## src/shared/psw_consts.svh

```systemverilog
// constants of the power sleep wakeup control block
`ifndef PSW_CONSTS_SVH
`define PSW_CONSTS_SVH
// =====================================================================
// apb register byte offsets
`define PSW_OFF_SLEEP 12'h000
`define PSW_OFF_WAKE 12'h004
`define PSW_OFF_BATT 12'h008
`define PSW_OFF_PWR 12'h00c
`define PSW_OFF_STAT 12'h010
`define PSW_OFF_IRQ_EN 12'h014
`define PSW_OFF_IRQ_CLR 12'h018
`define PSW_OFF_XMIT 12'h01c
// =====================================================================
// power-on defaults
`define PSW_RST_SLEEP 16'hc400
`define PSW_RST_WAKE 16'he000
`define PSW_RST_BATT 16'hc200
`define PSW_RST_PWR 16'hc000
// =====================================================================
// command code checks
`define PSW_CMD_SLEEP 8'hc4
`define PSW_CMD_WAKE 3'h7
`define PSW_CMD_BATT 8'hc2
`define PSW_CMD_PWR 8'hc0
// =====================================================================
// power management bits
`define PSW_PM_AUTO_OS 7
`define PSW_PM_AUTO_PA 6
`define PSW_PM_XTAL 5
`define PSW_PM_SYNTH 4
`define PSW_PM_PA 3
`define PSW_PM_BATT 2
`define PSW_PM_WAKE 1
`define PSW_PM_CLKDIS 0
// =====================================================================
// status / interrupt bits
`define PSW_ST_WAKE 0
`define PSW_ST_SLEEP 1
`define PSW_ST_LOCK 2
`define PSW_ST_LOWBAT 5
// hysteresis in millivolts, steps of 100 mV from 2200 mV
`define PSW_HYST_MV 16'd50
`define PSW_BASE_MV 16'd2200
`define PSW_STEP_MV 16'd100
// timer tick: one wake unit of 1 us at 100 MHz
`define PSW_TICK_DIV 7'd99
`endif

```

## src/shared/psw_pkg.sv

```systemverilog
// types of the power sleep wakeup control block
package psw_pkg;
  typedef enum logic [2:0] {
    PSW_IDLE, PSW_OSC_WAIT, PSW_LOCK_WAIT, PSW_ON, PSW_DRAIN, PSW_ASLEEP
  } psw_state_t;
endpackage

```

## src/core/psw_power_ctrl.sv

```systemverilog
// power sleep wakeup control with apb register slave
// =====================================================================
`timescale 1ns/1ps
`default_nettype none
`include "psw_consts.svh"
module psw_power_ctrl
  import psw_pkg::*;
(
  input wire logic clk, // system clock, 100 MHz
  input wire logic rst_n, // async reset, active low
  input wire logic psel, // apb select
  input wire logic penable, // apb enable
  input wire logic pwrite, // apb direction
  input wire logic [11:0] paddr, // apb byte address
  input wire logic [31:0] pwdata, // apb write data
  output logic [31:0] prdata, // apb read data
  output logic pready, // apb ready
  output logic pslverr, // apb error, unmapped address
  input wire logic osc_stable, // oscillator settled, async
  input wire logic synth_locked, // loop lock, async
  input wire logic [15:0] supply_mv, // supply in millivolts, same clock
  output logic osc_on, // crystal oscillator enable
  output logic synth_on, // synthesizer enable
  output logic synth_cal, // calibration start pulse
  output logic amp_on, // power amplifier enable
  output logic batt_det_on, // battery detector enable
  output logic clk_out_on, // clock output enable
  output logic sleeping, // chip in sleep mode
  output logic irq // level interrupt
);
  typedef struct packed {
    logic [15:0] sleep_clock_command;
    logic [15:0] wakeup_period;
    logic [15:0] battery_threshold;
    logic [15:0] power_management;
    logic [7:0] irq_status;
    logic [7:0] irq_enable;
    psw_state_t state;
    logic [7:0] drain;
    logic [2:0] stab_sync;
    logic [2:0] lock_sync;
    logic stab;
    logic lock;
    logic low_battery_flag;
    logic synth_prev;
    logic [31:0] prdata;
    logic pready;
    logic pslverr;
    logic osc_on;
    logic synth_on;
    logic synth_cal;
    logic amp_on;
    logic batt_det_on;
    logic clk_out_on;
    logic sleeping;
    logic irq;
  } psw_top_t;
  psw_top_t q, d;

  logic wake_pulse;
  logic wr, rd;
  logic [15:0] wdat;
  logic [15:0] thr_mv;
  logic [7:0] ev;
  logic auto_os, auto_pa;
  logic next_osc, next_synth, next_amp;

  assign wr = psel && penable && pwrite && !q.pready;
  assign rd = psel && penable && !pwrite && !q.pready;
  assign wdat = pwdata[15:0];
  assign auto_os = q.power_management[`PSW_PM_AUTO_OS];
  assign auto_pa = q.power_management[`PSW_PM_AUTO_PA];
  // threshold: code * 100 mV + 2200 mV
  assign thr_mv = `PSW_BASE_MV +
    16'(q.battery_threshold[4:0]) * `PSW_STEP_MV;

  // =================================================================
  // wake timer
  psw_wake_timer u_wake (
    .clk(clk),
    .rst_n(rst_n),
    .run(q.power_management[`PSW_PM_WAKE] && !q.sleeping),
    .exponent(q.wakeup_period[12:8]),
    .multiplier(q.wakeup_period[7:0]),
    .expired(wake_pulse)
  );

  always_comb begin
    d = q;
    ev = 8'h00;
    next_osc = 1'b0;
    next_synth = 1'b0;
    next_amp = 1'b0;
    // ===============================================================
    // pin synchronisers, third and second stages must agree
    d.stab_sync = {q.stab_sync[1:0], osc_stable};
    d.lock_sync = {q.lock_sync[1:0], synth_locked};
    if (q.stab_sync[2] == q.stab_sync[1]) begin
      d.stab = q.stab_sync[2];
    end
    if (q.lock_sync[2] == q.lock_sync[1]) begin
      d.lock = q.lock_sync[2];
    end
    // ===============================================================
    // apb slave, one wait state: ready the cycle after the first access cycle
    d.pready = psel && penable && !q.pready;
    d.pslverr = 1'b0;
    if (rd || wr) begin
      d.prdata = 32'h0;
      case (paddr)
        `PSW_OFF_SLEEP, `PSW_OFF_WAKE, `PSW_OFF_BATT, `PSW_OFF_PWR,
        `PSW_OFF_IRQ_CLR, `PSW_OFF_XMIT: begin
          // write-only registers read as zero
        end
        `PSW_OFF_STAT: begin
          d.prdata = {24'h0, q.irq_status};
        end
        `PSW_OFF_IRQ_EN: begin
          d.prdata = {24'h0, q.irq_enable};
          if (wr) begin
            d.irq_enable = pwdata[7:0];
          end
        end
        default: begin
          d.pslverr = 1'b1;
        end
      endcase
    end
    // command words only land when their code bits match;
    // a mismatching code is dropped silently, as a serial host
    // would see no error either, so software must read back
    // the outputs when in doubt
    if (wr && paddr == `PSW_OFF_SLEEP &&
        wdat[15:8] == `PSW_CMD_SLEEP) begin
      d.sleep_clock_command = wdat;
      d.drain = wdat[7:0];
      d.state = PSW_DRAIN;
    end
    if (wr && paddr == `PSW_OFF_WAKE &&
        wdat[15:13] == `PSW_CMD_WAKE) begin
      d.wakeup_period = wdat;
    end
    if (wr && paddr == `PSW_OFF_BATT &&
        wdat[15:8] == `PSW_CMD_BATT) begin
      d.battery_threshold = wdat;
    end
    if (wr && paddr == `PSW_OFF_PWR &&
        wdat[15:8] == `PSW_CMD_PWR) begin
      d.power_management = wdat;
      if (q.state == PSW_ASLEEP) begin
        d.state = PSW_IDLE;
      end
    end
    // ===============================================================
    // automatic transmit chain
    case (q.state)
      PSW_IDLE: begin
        if (wr && paddr == `PSW_OFF_XMIT && auto_os) begin
          d.state = PSW_OSC_WAIT;
        end
      end
      PSW_OSC_WAIT: begin
        next_osc = 1'b1;
        if (q.stab) begin
          d.state = PSW_LOCK_WAIT;
        end
      end
      PSW_LOCK_WAIT: begin
        next_osc = 1'b1;
        next_synth = 1'b1;
        if (q.lock) begin
          d.state = PSW_ON;
        end
      end
      PSW_ON: begin
        next_osc = 1'b1;
        next_synth = 1'b1;
        next_amp = auto_pa && q.lock;
        if (!auto_os) begin
          d.state = PSW_IDLE;
        end
      end
      PSW_DRAIN: begin
        // amplifier and synth already off; clock keeps running
        // so the host still sees its trailing cycles; the drain
        // counter reaches zero once more before sleep, hence
        // one cycle beyond the programmed count
        if (q.drain == 8'h00) begin
          d.state = PSW_ASLEEP;
          ev[`PSW_ST_SLEEP] = 1'b1;
        end else begin
          d.drain = q.drain - 8'h01;
        end
      end
      PSW_ASLEEP: begin
      end
      default: begin
        d.state = PSW_IDLE;
      end
    endcase
    if (q.state == PSW_DRAIN || q.state == PSW_ASLEEP ||
        d.state == PSW_DRAIN) begin
      d.osc_on = (d.state == PSW_DRAIN);
      d.synth_on = 1'b0;
      d.amp_on = 1'b0;
    end else begin
      d.osc_on = q.power_management[`PSW_PM_XTAL] || next_osc;
      d.synth_on = q.power_management[`PSW_PM_SYNTH] || next_synth;
      d.amp_on = q.power_management[`PSW_PM_PA] || next_amp;
    end
    d.sleeping = (d.state == PSW_ASLEEP);
    // every rising enable restarts calibration
    d.synth_prev = d.synth_on;
    d.synth_cal = d.synth_on && !q.synth_prev;
    d.clk_out_on = !q.power_management[`PSW_PM_CLKDIS] &&
      !d.sleeping;
    // ===============================================================
    // battery detector with 50 mV margin
    d.batt_det_on = q.power_management[`PSW_PM_BATT];
    if (!q.batt_det_on) begin
      d.low_battery_flag = 1'b0;
    end else if (supply_mv + `PSW_HYST_MV < thr_mv) begin
      d.low_battery_flag = 1'b1;
    end else if (supply_mv >= thr_mv) begin
      d.low_battery_flag = 1'b0;
    end
    // ===============================================================
    // interrupts: set beats clear
    ev[`PSW_ST_WAKE] = wake_pulse;
    ev[`PSW_ST_LOCK] = q.lock && !q.lock_sync[2] ? 1'b0 :
      (d.lock && !q.lock);
    ev[`PSW_ST_LOWBAT] = d.low_battery_flag && !q.low_battery_flag;
    if (wr && paddr == `PSW_OFF_IRQ_CLR) begin
      d.irq_status = q.irq_status & ~pwdata[7:0];
    end
    d.irq_status = d.irq_status | ev;
    d.irq_status[`PSW_ST_LOWBAT - 1] = 1'b0;
    d.irq = |(d.irq_status & d.irq_enable);
  end

  always_ff @(posedge clk or negedge rst_n) begin
    if (!rst_n) begin
      q <= '0;
      q.sleep_clock_command <= `PSW_RST_SLEEP;
      q.wakeup_period <= `PSW_RST_WAKE;
      q.battery_threshold <= `PSW_RST_BATT;
      q.power_management <= `PSW_RST_PWR;
      q.state <= PSW_IDLE;
      q.clk_out_on <= 1'b1;
    end else begin
      q <= d;
    end
  end

  assign prdata = q.prdata;
  assign pready = q.pready;
  assign pslverr = q.pslverr;
  assign osc_on = q.osc_on;
  assign synth_on = q.synth_on;
  assign synth_cal = q.synth_cal;
  assign amp_on = q.amp_on;
  assign batt_det_on = q.batt_det_on;
  assign clk_out_on = q.clk_out_on;
  assign sleeping = q.sleeping;
  assign irq = q.irq;
endmodule
`default_nettype wire

```

## src/core/psw_wake_timer.sv

```systemverilog
// wake-up interval timer: multiplier times two to the exponent
`timescale 1ns/1ps
`default_nettype none
`include "psw_consts.svh"
module psw_wake_timer
  import psw_pkg::*;
(
  input wire logic clk, // system clock
  input wire logic rst_n, // async reset, active low
  input wire logic run, // timer enable level
  input wire logic [4:0] exponent, // interval exponent
  input wire logic [7:0] multiplier, // interval multiplier
  output logic expired // one-cycle pulse at interval end
);
  typedef struct packed {
    logic [6:0] div;
    logic [39:0] count;
    logic armed;
    logic expired;
  } psw_wt_t;
  psw_wt_t q, d;
  logic [39:0] limit;

  // =================================================================
  // interval
  assign limit = {32'h0, multiplier} << exponent;

  always_comb begin
    d = q;
    d.expired = 1'b0;
    if (!run) begin
      d = '0;
    end else if (q.armed) begin
      if (q.div == `PSW_TICK_DIV) begin
        d.div = 7'h00;
        if (q.count + 40'h1 >= limit) begin
          d.expired = 1'b1;
          d.armed = 1'b0; // one shot until run drops, except a limit of 0 or 1, which rearms itself
        end else begin
          d.count = q.count + 40'h1;
        end
      end else begin
        d.div = q.div + 7'h01;
      end
    end
    if (!run) begin
      d.armed = 1'b0;
    end else if (!q.armed && q.count == 40'h0 && q.div == 7'h00 &&
                 !q.expired) begin
      d.armed = 1'b1;
    end
  end

  always_ff @(posedge clk or negedge rst_n) begin
    if (!rst_n) begin
      q <= '0;
    end else begin
      q <= d;
    end
  end
  assign expired = q.expired;
endmodule
`default_nettype wire

```

## config.mk

```make
export PLATFORM = sky130hd
export DESIGN_NAME = psw_power_ctrl
export DESIGN_NICKNAME = d
export VERILOG_FILES = /design/src/shared/psw_pkg.sv /design/src/core/psw_power_ctrl.sv /design/src/core/psw_wake_timer.sv
export VERILOG_INCLUDE_DIRS = /design/src /design/src/shared
export SDC_FILE = /design/constraint.sdc
export NUM_CORES = 1
export LEC_CHECK = 0
export BUFFER_PORTS_ARGS = -buffer_cell sky130_fd_sc_hd__buf_2
export CORE_MARGIN = 4
export CORE_UTILIZATION = 45
export CTS_CLUSTER_DIAMETER = 40
export DETAILED_ROUTE_END_ITERATION = 10
export HOLD_SLACK_MARGIN = 0.02
export PLACE_DENSITY = 0.76
export SLEW_MARGIN = 10
export SYNTH_ARGS = -nofsm -noshare
export SYNTH_HDL_FRONTEND = slang
export SYNTH_SLANG_ARGS = --single-unit
```

## constraint.sdc

```tcl
create_clock -name clk -period 3.7 [get_ports clk]
set_clock_uncertainty 0.2 [all_clocks]
set_input_delay 0.74 -clock clk [delete_from_list [all_inputs] [get_ports clk]]
set_output_delay 0.74 -clock clk [all_outputs]
set_load 0.02 [all_outputs]
```

==> reports/results.ini, run 1 <==
[routing]
wl_mm=29.57
via_count=9189
first_iter_violations=861
drc=0
ant_nets=0
drt_first_pass_iters=5
avgViaCountPerCell=5.990
post_drt_wl_per_cell_um=19.28

[synthesis]
yosysTopAreaCellShare=0.3403
syn_area_per_cell_um2=9.121
synth_warnings=0
yosys.area.top_type=dfrtp_1
synth_edf_count=0
ys_ff_latch=128
synthDistinctLibCells=71
netlist_instances=1024
yosysSeqAreaShare=0.3431
netlist_area_um2=9340
synth-main-ff-cell=dfrtp_1
async_reset_ff_frac=1.000
synth_area_leaders=dfrtp_1 34%, ha_1 11%, nand2_1 5.3%

[clock_network]
cts_buffers=17
worstSkewPairLatency_ns=0.43
cts-root-buf=clkbuf_16
clk_pin_slew_ns=0.06
htreeDepth=4
clock_sinks=128
cts_tree=yes
cts_max_path_buffers=2
hold_buffers=0

[worst_setup_path]
cp-startpoint=q[119]
arrival_ns=4.18
cp_slowest_cell=dfrtp_2
crit_path_max_incr_delay_ns=0.48
critPathRequiredTime_ns=3.81
reg2reg_to=u_wake.q[18]
reg2reg_depth=17
cp_top_family=compound AO/OA/AOI/OAI gates
crit_top_cell=mux2_4
critPathKind=reg2reg
path_max_fanout=6
cp-end-kind=flip-flop
worstPathCellList=mux2_4 -> mux2_4 -> nand2_2 -> o21ai_2 -> buf_4 -> mux2_4 -> nand2_1 -> ha_1 -> o21a_1 -> a21oi_1 -> o211ai_1 -> a2bb2oi_4 -> a31oi_4 -> buf_6 -> o21a_4 -> buf_12 -> a221o_1
r2r-start=q[119]
setup.worst_path.start_class=flip-flop
r2r_slack_ns=-0.38
cp_num_buf_inv=3

[timing]
fmax_mhz=245.2
drv_slew=0
slew_headroom=0.5593
hold_ws_ns=0.06702
hold_viol_final=0
setup_viol=44
min_period_over_period=1.102
rsz0062_at_grt=true
period_needed_ns=4.078
tightest_slew_ns=0.6598
worst_slack_ns=-0.3781
fin_setup_tns_ns=-12.44

[floorplanning]
io-pin-count=109
dieArea_um2=23130
initial_core_util=0.4601
std_cell_rows=52
dieWidth_um=152.1
core_area_um2=20300
die_h_um=152.1

[layout]
fill_cells=1521
nets=1400
drive_gt1_frac=0.3521
area_delta_synth_final_pct=34.68
num_antenna_cells=0
final_core_util=0.6197
final_common_cell=buf_4
final_cell_mix=165 x buf_4, 126 x nand2_1, 124 x dfrtp_1

[run_status]
outcome=complete, but fails checks
violations=setup timing

[global_routing]
grt_max_degree=67
grt_pass1_wl_mm=45.75
grt.total_usage=0.2397
grt_pass1_vias=9001
grt_antenna_before_repair=0
overflow=0

[power]
ir_worst_vdd_mv=0.2953
leakage_nw=6.065
finalPower_mw=3.251
p_per_area_nw_per_um2=258.4

[min_path]
min_path_type=in2async

[place]
place.gp.congestion=0.9287
place_hpwl_mm=19.73
portBuffers=68
pre_cts_ws_ns=-0.4655

[job]
max_cap_viol_count=0

-- sequential cells by signal (all words and copies together) (netlist names) --
signal and flops:
synth_on 1, prdata 8, irq 1, batt_det_on 1
d 5, u_wake.q 48, auto_pa 1, sleeping 1
amp_on 1, q 54, osc_on 1, pready 1
u_wake.expired 1, synth_cal 1, clk_out_on 1, auto_os 1
pslverr 1
-- layout make-up --
class | count | area, µm² | share of cell area
Multi-Input combinational cell | 813 | 6396 | 0.5085
Sequential cell | 128 | 3208 | 0.2550
Timing Repair Buffer | 257 | 1937 | 0.1540
Clock buffer | 17 | 425.4 | 0.03382
Tap cell | 270 | 337.8 | 0.02685
Clock inverter | 14 | 143.9 | 0.01144
Inverter | 35 | 131.4 | 0.01044
-- power by group --
group	switching [mW]	internal (mW)
clock network	0.706	0.941
logic	0.129	0.0633
registers	0.00522	1.41
-- through the flow --
stage,std cells,area (µm²)
after global routing,1534,12580
final,1534,12580
after CTS,1524,12170
after floorplan,1047,9524
after global placement,1472,10980
after detailed placement,1472,10980
-- Yosys cell counts, types with 5 or more instances --
cell type and number:
buf_4 35, nor4_1 18, a22o_1 15, or4_1 5, nand3_1 46, nor2_1 47
a22oi_1 15, ha_1 80, a21oi_1 24, nand2_1 132, xor2_1 22, buf_2 6
o21ai_0 39, nand2b_1 12, o211ai_1 20, and3_1 20, mux2_2 44, nand4_1 20
a31oi_1 5, a221o_1 6, a21o_1 10, a211o_1 7, clkbuf_1 25, o21a_1 6
and2_1 12, mux2i_1 17, dfrtp_1 127, inv_1 34, xnor2_1 36, and4_1 9
nor3_1 25, o21ai_1 14, o31ai_1 7, nand3b_1 7, nor2b_1 14
-- logic make-up (layout without fill, tap and decap cells) --
kind of cell	count (synthesis)	count (layout)	synth area share
multiplexers	61	61	0.07127
AND/OR/NAND/NOR	387	387	0.2119
AO/OA/AOI/OAI	200	200	0.1476
adder cells (fa/ha/maj)	83	83	0.1115
flip-flops	128	128	0.3431
other	1	24	0.0004015
XOR/XNOR	58	58	0.05439
buffers and inverters	106	323	0.05988
-- what timing repair did --
| item | in CTS | in global routing |
|---|---|---|
| resized for setup | 91 | 69 |
| pin swaps | 48 | 46 |
| endpoints found under the hold margin | 0 | 0 |
| buffers inserted | 18 | 11 |
| setup endpoints to repair | 45 | 45 |
| cloned | 3 | 0 |
-- metal layers --
metal / track usage / up-vias / part of all wire
met3: 0.04664 / 100 / 0.079
li1: - / 4147 / -
met5: 0 / - / 0
met4: 0.09247 / 0 / 0.035
met2: 0.4026 / 457 / 0.49
met1: 0.3065 / 4485 / 0.40
-- worst max-delay path by stage --
stage / end / cells after the start
floorplan: u_wake.q[37] / 16
global placement: u_wake.q[31] / 14
detailed placement: u_wake.q[31] / 15
CTS: u_wake.q[31] / 17
global route: u_wake.q[18] / 18
finish: u_wake.q[18] / 17
No activity file was read; power rests on OpenSTA's default activity.
==> inputs of run 2 (changes only) <==
--- a/config.mk
+++ b/config.mk
@@ -12,7 +12,8 @@
 export CTS_CLUSTER_DIAMETER = 40
 export DETAILED_ROUTE_END_ITERATION = 10
 export HOLD_SLACK_MARGIN = 0.02
-export PLACE_DENSITY = 0.76
+export PLACE_DENSITY = 0.73
+export SETUP_SLACK_MARGIN = 0.5
 export SLEW_MARGIN = 10
 export SYNTH_ARGS = -nofsm -noshare
 export SYNTH_HDL_FRONTEND = slang
==> constraint.sdc (replaced) <==
create_clock -name clk -period 4.2 [get_ports clk]
set_clock_uncertainty 0.2 [all_clocks]
set_input_delay 0.84 -clock clk [delete_from_list [all_inputs] [get_ports clk]]
set_output_delay 0.84 -clock clk [all_outputs]
set_load 0.05 [all_outputs]
==> run 2 against run 1 <==
Against the previous run:
- the flow now finishes without violations
- power fell by 8.2%
- final area fell by 4.7%
- register-to-register slack improved by 0.56 ns
- critical path depth rose by 1
- critical path type unchanged
- largest power group unchanged
- die area did not move
==> reports/results.ini, run 2 (same netlist as run 1, synthesis figures left out) <==
[timing]
period_needed_ns=4.018  ; was 4.078 ns
setup_viol=0  ; was 44
slew_headroom=0.4583  ; was 0.5593
min_period_over_period=0.9568  ; was 1.102
tightest_slew_ns=0.8125  ; was 0.6598 ns
drv_slew=0  ; unchanged
fmax_mhz=248.9  ; was 245.2 MHz
rsz0062_at_grt=true  ; unchanged
hold_viol_final=0  ; unchanged

[worst_setup_path]
cp-startpoint=u_wake.q[10]  ; was q[119]
r2r-start=u_wake.q[10]  ; was q[119]
critPathKind=reg2reg  ; unchanged
setup.worst_path.start_class=flip-flop  ; unchanged
critPathRequiredTime_ns=4.31  ; was 3.81 ns
path_max_fanout=8  ; was 6
cp-end-kind=flip-flop  ; unchanged
arrival_ns=4.13  ; was 4.18 ns

[layout]
drive_gt1_frac=0.3136  ; was 0.3521
multi_input_area_um2=6321  ; was 6396 µm²
num_antenna_cells=0  ; unchanged
fill_cells=1656  ; was 1,521
final_core_util=0.5908  ; was 0.6197
nets=1337  ; was 1,400
final_cell_mix=129 x nand2_1, 123 x dfrtp_1, 109 x buf_4  ; was 165 x buf_4, 126 x nand2_1, 124 x dfrtp_1
largest_reg_flops=54  ; unchanged
regArea_um2=3209  ; was 3208 µm²
finish.instance_area_um2=11990  ; was 12,580 µm²
top_register=q  ; unchanged
final_common_cell=nand2_1  ; was buf_4
area_delta_synth_final_pct=28.40  ; was 34.68%
finalNonFillerCells=1472  ; was 1,534

[global_routing]
overflow=0  ; unchanged
grt_antenna_before_repair=0  ; unchanged
grt.total_usage=0.2234  ; was 0.2397
grt_pass1_wl_mm=42.54  ; was 45.75 mm
grt_max_degree=67  ; unchanged
grt_pass1_vias=8432  ; was 9,001

[floorplanning]
dieArea_um2=23130  ; unchanged
std_cell_rows=52  ; unchanged
core_area_um2=20300  ; unchanged
dieWidth_um=152.1  ; unchanged
io-pin-count=109  ; unchanged
initial_core_util=0.4601  ; unchanged
die_h_um=152.1  ; unchanged

[power]
leakage_nw=5.681  ; was 6.065 nW
p_per_area_nw_per_um2=248.9  ; was 258.4 nW/µm²
ir_worst_vdd_mv=0.2832  ; was 0.2953 mV

[routing]
via_count=8712  ; was 9,189
post_drt_wl_per_cell_um=18.38  ; was 19.28 µm
avgViaCountPerCell=5.918  ; was 5.990
wl_mm=27.06  ; was 29.57 mm
ant_nets=0  ; unchanged
drt_first_pass_iters=8  ; was 5
first_iter_violations=723  ; was 861
drc=0  ; unchanged

[clock_network]
cts-root-buf=clkbuf_16  ; unchanged
cts_buffers=17  ; unchanged
cts_max_path_buffers=2  ; unchanged
clk_pin_slew_ns=0.06  ; about the same
worstSkewPairLatency_ns=0.43  ; about the same
htreeDepth=4  ; unchanged
cts_tree=yes  ; unchanged
hold_buffers=0  ; unchanged
clock_sinks=128  ; unchanged

[place]
place_area_um2=10450  ; was 10,980 µm²
place_inst=1404  ; was 1,472
place_hpwl_mm=18.58  ; was 19.73 mm
portBuffers=68  ; unchanged
place.gp.congestion=0.9221  ; was 0.9287

[job]
max_cap_viol_count=0  ; unchanged

[run_status]
outcome=complete, no violations  ; was complete, but fails checks

[min_path]
hold_start=d[47]
min_path_type=reg2reg  ; was in2async

[run 2: cell count changes in the layout (fill, tap and decap cells not counted), sizes merged]
cell,change
buf,-62
bufinv,+2
clkinv,+1
clkbuf,+1
inv,-4
[run 2: area by class of cell]
type                            instances  area share
Tap cell                              270     0.02817
Multi-Input combinational cell        813      0.5271
Clock buffer                           19     0.03610
Sequential cell                       128      0.2676
Clock inverter                         13     0.01481
Inverter                               35     0.01095
Timing Repair Buffer                  194      0.1153
[run 2: worst paths after layout]
path                                      to  slack, ns  cells past startpoint
worst min register to register         d[48]       0.15                      0
worst max register to register  u_wake.q[17]       0.18                     18
worst min-delay path                   d[48]       0.15                      0
max in group asynchronous       u_wake.q[30]       2.64                      2
min in group asynchronous              d[50]       0.30                      1
worst max-delay path            u_wake.q[17]       0.18                     18
[run 2: power by group]
| part | total [mW] | switching [mW] | internal (mW) |
|---|---|---|---|
| Sequential | 1.24 | 0.00453 | 1.24 |
| Clock | 1.55 | 0.603 | 0.946 |
| Combinational | 0.192 | 0.138 | 0.0537 |
| Total | 2.99 | 0.746 | 2.24 |
[run 2: what timing repair did]
item	in CTS	in global routing
endpoints found under the hold margin	0	0
buffers inserted	21	15
cloned	0	0
gates resized for setup	83	56
setup endpoints to repair	45	45
pin swaps	35	41
[run 2: metal layers]
metal,routed length [µm],vias to the layer above,global-route usage
met5,0,-,0
met4,929,0,0.08690
met3,2085,91,0.04807
met2,13060,418,0.3635
met1,10980,4179,0.2922
li1,-,4024,-
[run 2: stage by stage]
| stage | total power [mW] | hold slack, ns | setup slack (ns) | setup TNS (ns) |
|---|---|---|---|---|
| finish | 2.985 | 0.1536 | 0.1816 | 0 |
| global placement | 1.447 | 0.1336 | -0.09546 | -0.6468 |
| detailed placement | 1.450 | 0.1403 | -0.1157 | -1.102 |
| global route | 3.088 | 0.1570 | 0.06550 | 0 |
| floorplan | 1.382 | 0.1312 | 0.4737 | 0 |
| CTS | 2.999 | 0.1549 | 0.3054 | 0 |
[run 2: worst max-delay path: stages (launching register included)]
cell	delay [ns]
dfrtp_1	0.41
and4_4	0.25
nand3_2	0.09
buf_4	0.16
nor4_2	0.27
buf_4	0.19
nand2_1	0.09
xnor2_2	0.18
ha_1	0.30
and4_1	0.20
nand4b_1	0.24
nor4_2	0.26
o21ai_1	0.13
a31oi_2	0.24
buf_4	0.17
nor3_4	0.05
buf_12	0.16
buf_4	0.13
a22o_1	0.18
==> inputs of run 3 (changes only) <==
--- a/config.mk
+++ b/config.mk
@@ -6,12 +6,14 @@
 export SDC_FILE = /design/constraint.sdc
 export NUM_CORES = 1
 export LEC_CHECK = 0
-export BUFFER_PORTS_ARGS = -buffer_cell sky130_fd_sc_hd__buf_2
+export BUFFER_PORTS_ARGS = -buffer_cell sky130_fd_sc_hd__clkbuf_2
 export CORE_MARGIN = 4
 export CORE_UTILIZATION = 45
+export CTS_BUF_LIST = sky130_fd_sc_hd__clkbuf_8
 export CTS_CLUSTER_DIAMETER = 40
 export DETAILED_ROUTE_END_ITERATION = 10
 export HOLD_SLACK_MARGIN = 0.02
+export MAX_ROUTING_LAYER = met4
 export PLACE_DENSITY = 0.73
 export SETUP_SLACK_MARGIN = 0.5
 export SLEW_MARGIN = 10
==> run 3 against run 2 <==
Against the previous run:
- combinational power hardly changed
- count of clock-buffer cells in the layout is 2 lower
- core utilization is 0.88 points lower
- register-to-register slack worse by 0.03 ns
- worst hold slack better by 0.015 ns
- first-iteration DRC count is 11% higher
- sequential share of layout area is 0.41 points higher
- critical path type unchanged
- critical endpoint is now u_wake.q[18]
- largest cell class unchanged
- highest routed layer unchanged
==> reports/results.ini, run 3 (same netlist as run 1, synthesis figures left out) <==
[worst_setup_path]
arrival_ns=4.18  ; was 4.13 ns
path_max_fanout=7  ; was 8
cp-end-kind=flip-flop  ; unchanged
critPathKind=reg2reg  ; unchanged
setup.worst_path.start_class=flip-flop  ; unchanged
critPathRequiredTime_ns=4.33  ; was 4.31 ns

[clock_network]
cts_buffers=17  ; unchanged
cts_tree=yes  ; unchanged
hold_buffers=0  ; unchanged
htreeDepth=4  ; unchanged
worstSkewPairLatency_ns=0.46  ; was 0.43 ns
cts-root-buf=clkbuf_8  ; was clkbuf_16
clock_sinks=128  ; unchanged
clk_pin_slew_ns=0.09  ; was 0.06 ns
cts_max_path_buffers=2  ; unchanged

[floorplanning]
io-pin-count=109  ; unchanged
dieWidth_um=152.1  ; unchanged
die_h_um=152.1  ; unchanged
initial_core_util=0.4601  ; unchanged
std_cell_rows=52  ; unchanged
core_area_um2=20300  ; unchanged
dieArea_um2=23130  ; unchanged

[global_routing]
grt_pass1_vias=8255  ; was 8,432
grt_antenna_before_repair=0  ; unchanged
grt_max_degree=67  ; unchanged
overflow=0  ; unchanged
grt_pass1_wl_mm=41.24  ; was 42.54 mm
grt.total_usage=0.2221  ; was 0.2234

[routing]
via_count=8608  ; was 8,712
drc=0  ; unchanged
first_iter_violations=799  ; was 723
avgViaCountPerCell=5.868  ; was 5.918
post_drt_wl_per_cell_um=17.79  ; was 18.38 µm
drt_first_pass_iters=5  ; was 8
wl_mm=26.10  ; was 27.06 mm
ant_nets=0  ; unchanged

[timing]
hold_ws_ns=0.1686  ; was 0.1536 ns
fmax_mhz=247.0  ; was 248.9 MHz
drv_slew=0  ; unchanged
slew_headroom=0.4524  ; was 0.4583
fin_setup_tns_ns=0  ; unchanged
tightest_slew_ns=0.8214  ; was 0.8125 ns
rsz0062_at_grt=true  ; unchanged
period_needed_ns=4.048  ; was 4.018 ns
setup_viol=0  ; unchanged
hold_viol_final=0  ; unchanged
min_period_over_period=0.9639  ; was 0.9568

[layout]
nets=1332  ; was 1,337
drive_gt1_frac=0.3208  ; was 0.3136
largest_reg_flops=54  ; unchanged
top_register=q  ; unchanged
num_antenna_cells=0  ; unchanged
final_cell_mix=130 x nand2_1, 123 x dfrtp_1, 97 x buf_4  ; was 129 x nand2_1, 123 x dfrtp_1, 109 x buf_4
final_core_util=0.5820  ; was 0.5908
final_common_cell=nand2_1  ; unchanged
area_delta_synth_final_pct=26.48  ; was 28.40%

[place]
place.gp.congestion=0.9824  ; was 0.9221
portBuffers=68  ; unchanged
place_hpwl_mm=18.78  ; was 18.58 mm

[power]
ir_worst_vdd_mv=0.1916  ; was 0.2832 mV
leakage_nw=5.527  ; was 5.681 nW
p_per_area_nw_per_um2=208.8  ; was 248.9 nW/µm²

[run_status]
outcome=complete, no violations  ; unchanged

[min_path]
min_path_type=reg2reg  ; unchanged

[job]
max_cap_viol_count=0  ; unchanged

-- run 3: cell types whose count changed in the layout (fill, tap and decap cells not counted), moves of 6 or more --
cell / before / now
buf_6: 15 / 21
clkbuf_16: 17 / 0
o21ai_2: 8 / 21
buf_2: 67 / 0
clkbuf_8: 0 / 17
o21ai_1: 17 / 3
buf_4: 109 / 97
clkbuf_2: 0 / 67
-- run 3: critical path, cell delays in order, from the launching register on --
cell and delay, ns:
dfrtp_2 0.49, buf_6 0.16, mux2i_2 0.16, mux2_4 0.31, nor2_4 0.11, buf_6 0.11, mux2i_4 0.07, or2_4 0.25
ha_4 0.27, and4_4 0.22, nand4b_1 0.21, nor4_2 0.23, o21ai_1 0.16, a31oi_4 0.28, buf_6 0.14, nor3_4 0.04
buf_12 0.16, a221o_1 0.32
-- run 3: path summary, 6_finish.rpt --
kind	to	slack, ns	depth (start not counted)	startpoint
worst min-delay path	d[48]	0.17	0	d[47]
worst max-delay path	u_wake.q[18]	0.15	17	q[119]
min in group asynchronous	q[51]	0.26	1	rst_n
worst max register to register	u_wake.q[18]	0.15	17	q[119]
worst min register to register	d[48]	0.17	0	d[47]
max in group asynchronous	u_wake.q[31]	2.66	2	rst_n
-- run 3: area by class of cell --
class / instances / area [µm²]
fillers: 1741 / 8486
clock inverters: 15 / 137.6
well taps: 270 / 337.8
multi-input cells: 813 / 6384
inverters: 35 / 131.4
flip-flops and latches: 128 / 3209
repair buffers: 189 / 1380
clock buffers: 17 / 234.0
-- run 3: metal layers --
layer  up-vias  routed length [µm]  track usage
li1       4020                   -            -
met1      4177               11240       0.2881
met2       354               12390       0.3531
met3        57                1810      0.04181
met4         0                 656      0.07277
met5         -                   0            -
-- run 3: through the flow --
stage	cell area, µm²	instances	setup WS, ns	power [mW]
final	11810	1467	0.1516	2.467
after global routing	11810	1467	0.04206	2.557
after CTS	11300	1455	0.2309	2.480
after detailed placement	10460	1405	-0.06267	1.450
after global placement	10460	1405	-0.02906	1.447
after floorplan	9524	1047	0.4737	1.382
-- run 3: report_power, final --
part | leakage, nW | switching [mW] | internal, mW
sequential | 1.73 | 0.00495 | 1.24
clock | 0.188 | 0.593 | 0.439
combinational | 3.61 | 0.140 | 0.0528
-- run 3: timing repair --
item                       CTS  global route
gates resized for setup     73            82
gates cloned                 0             0
setup endpoints to repair   45            45
pin swaps                   30            46
setup buffers               18            12
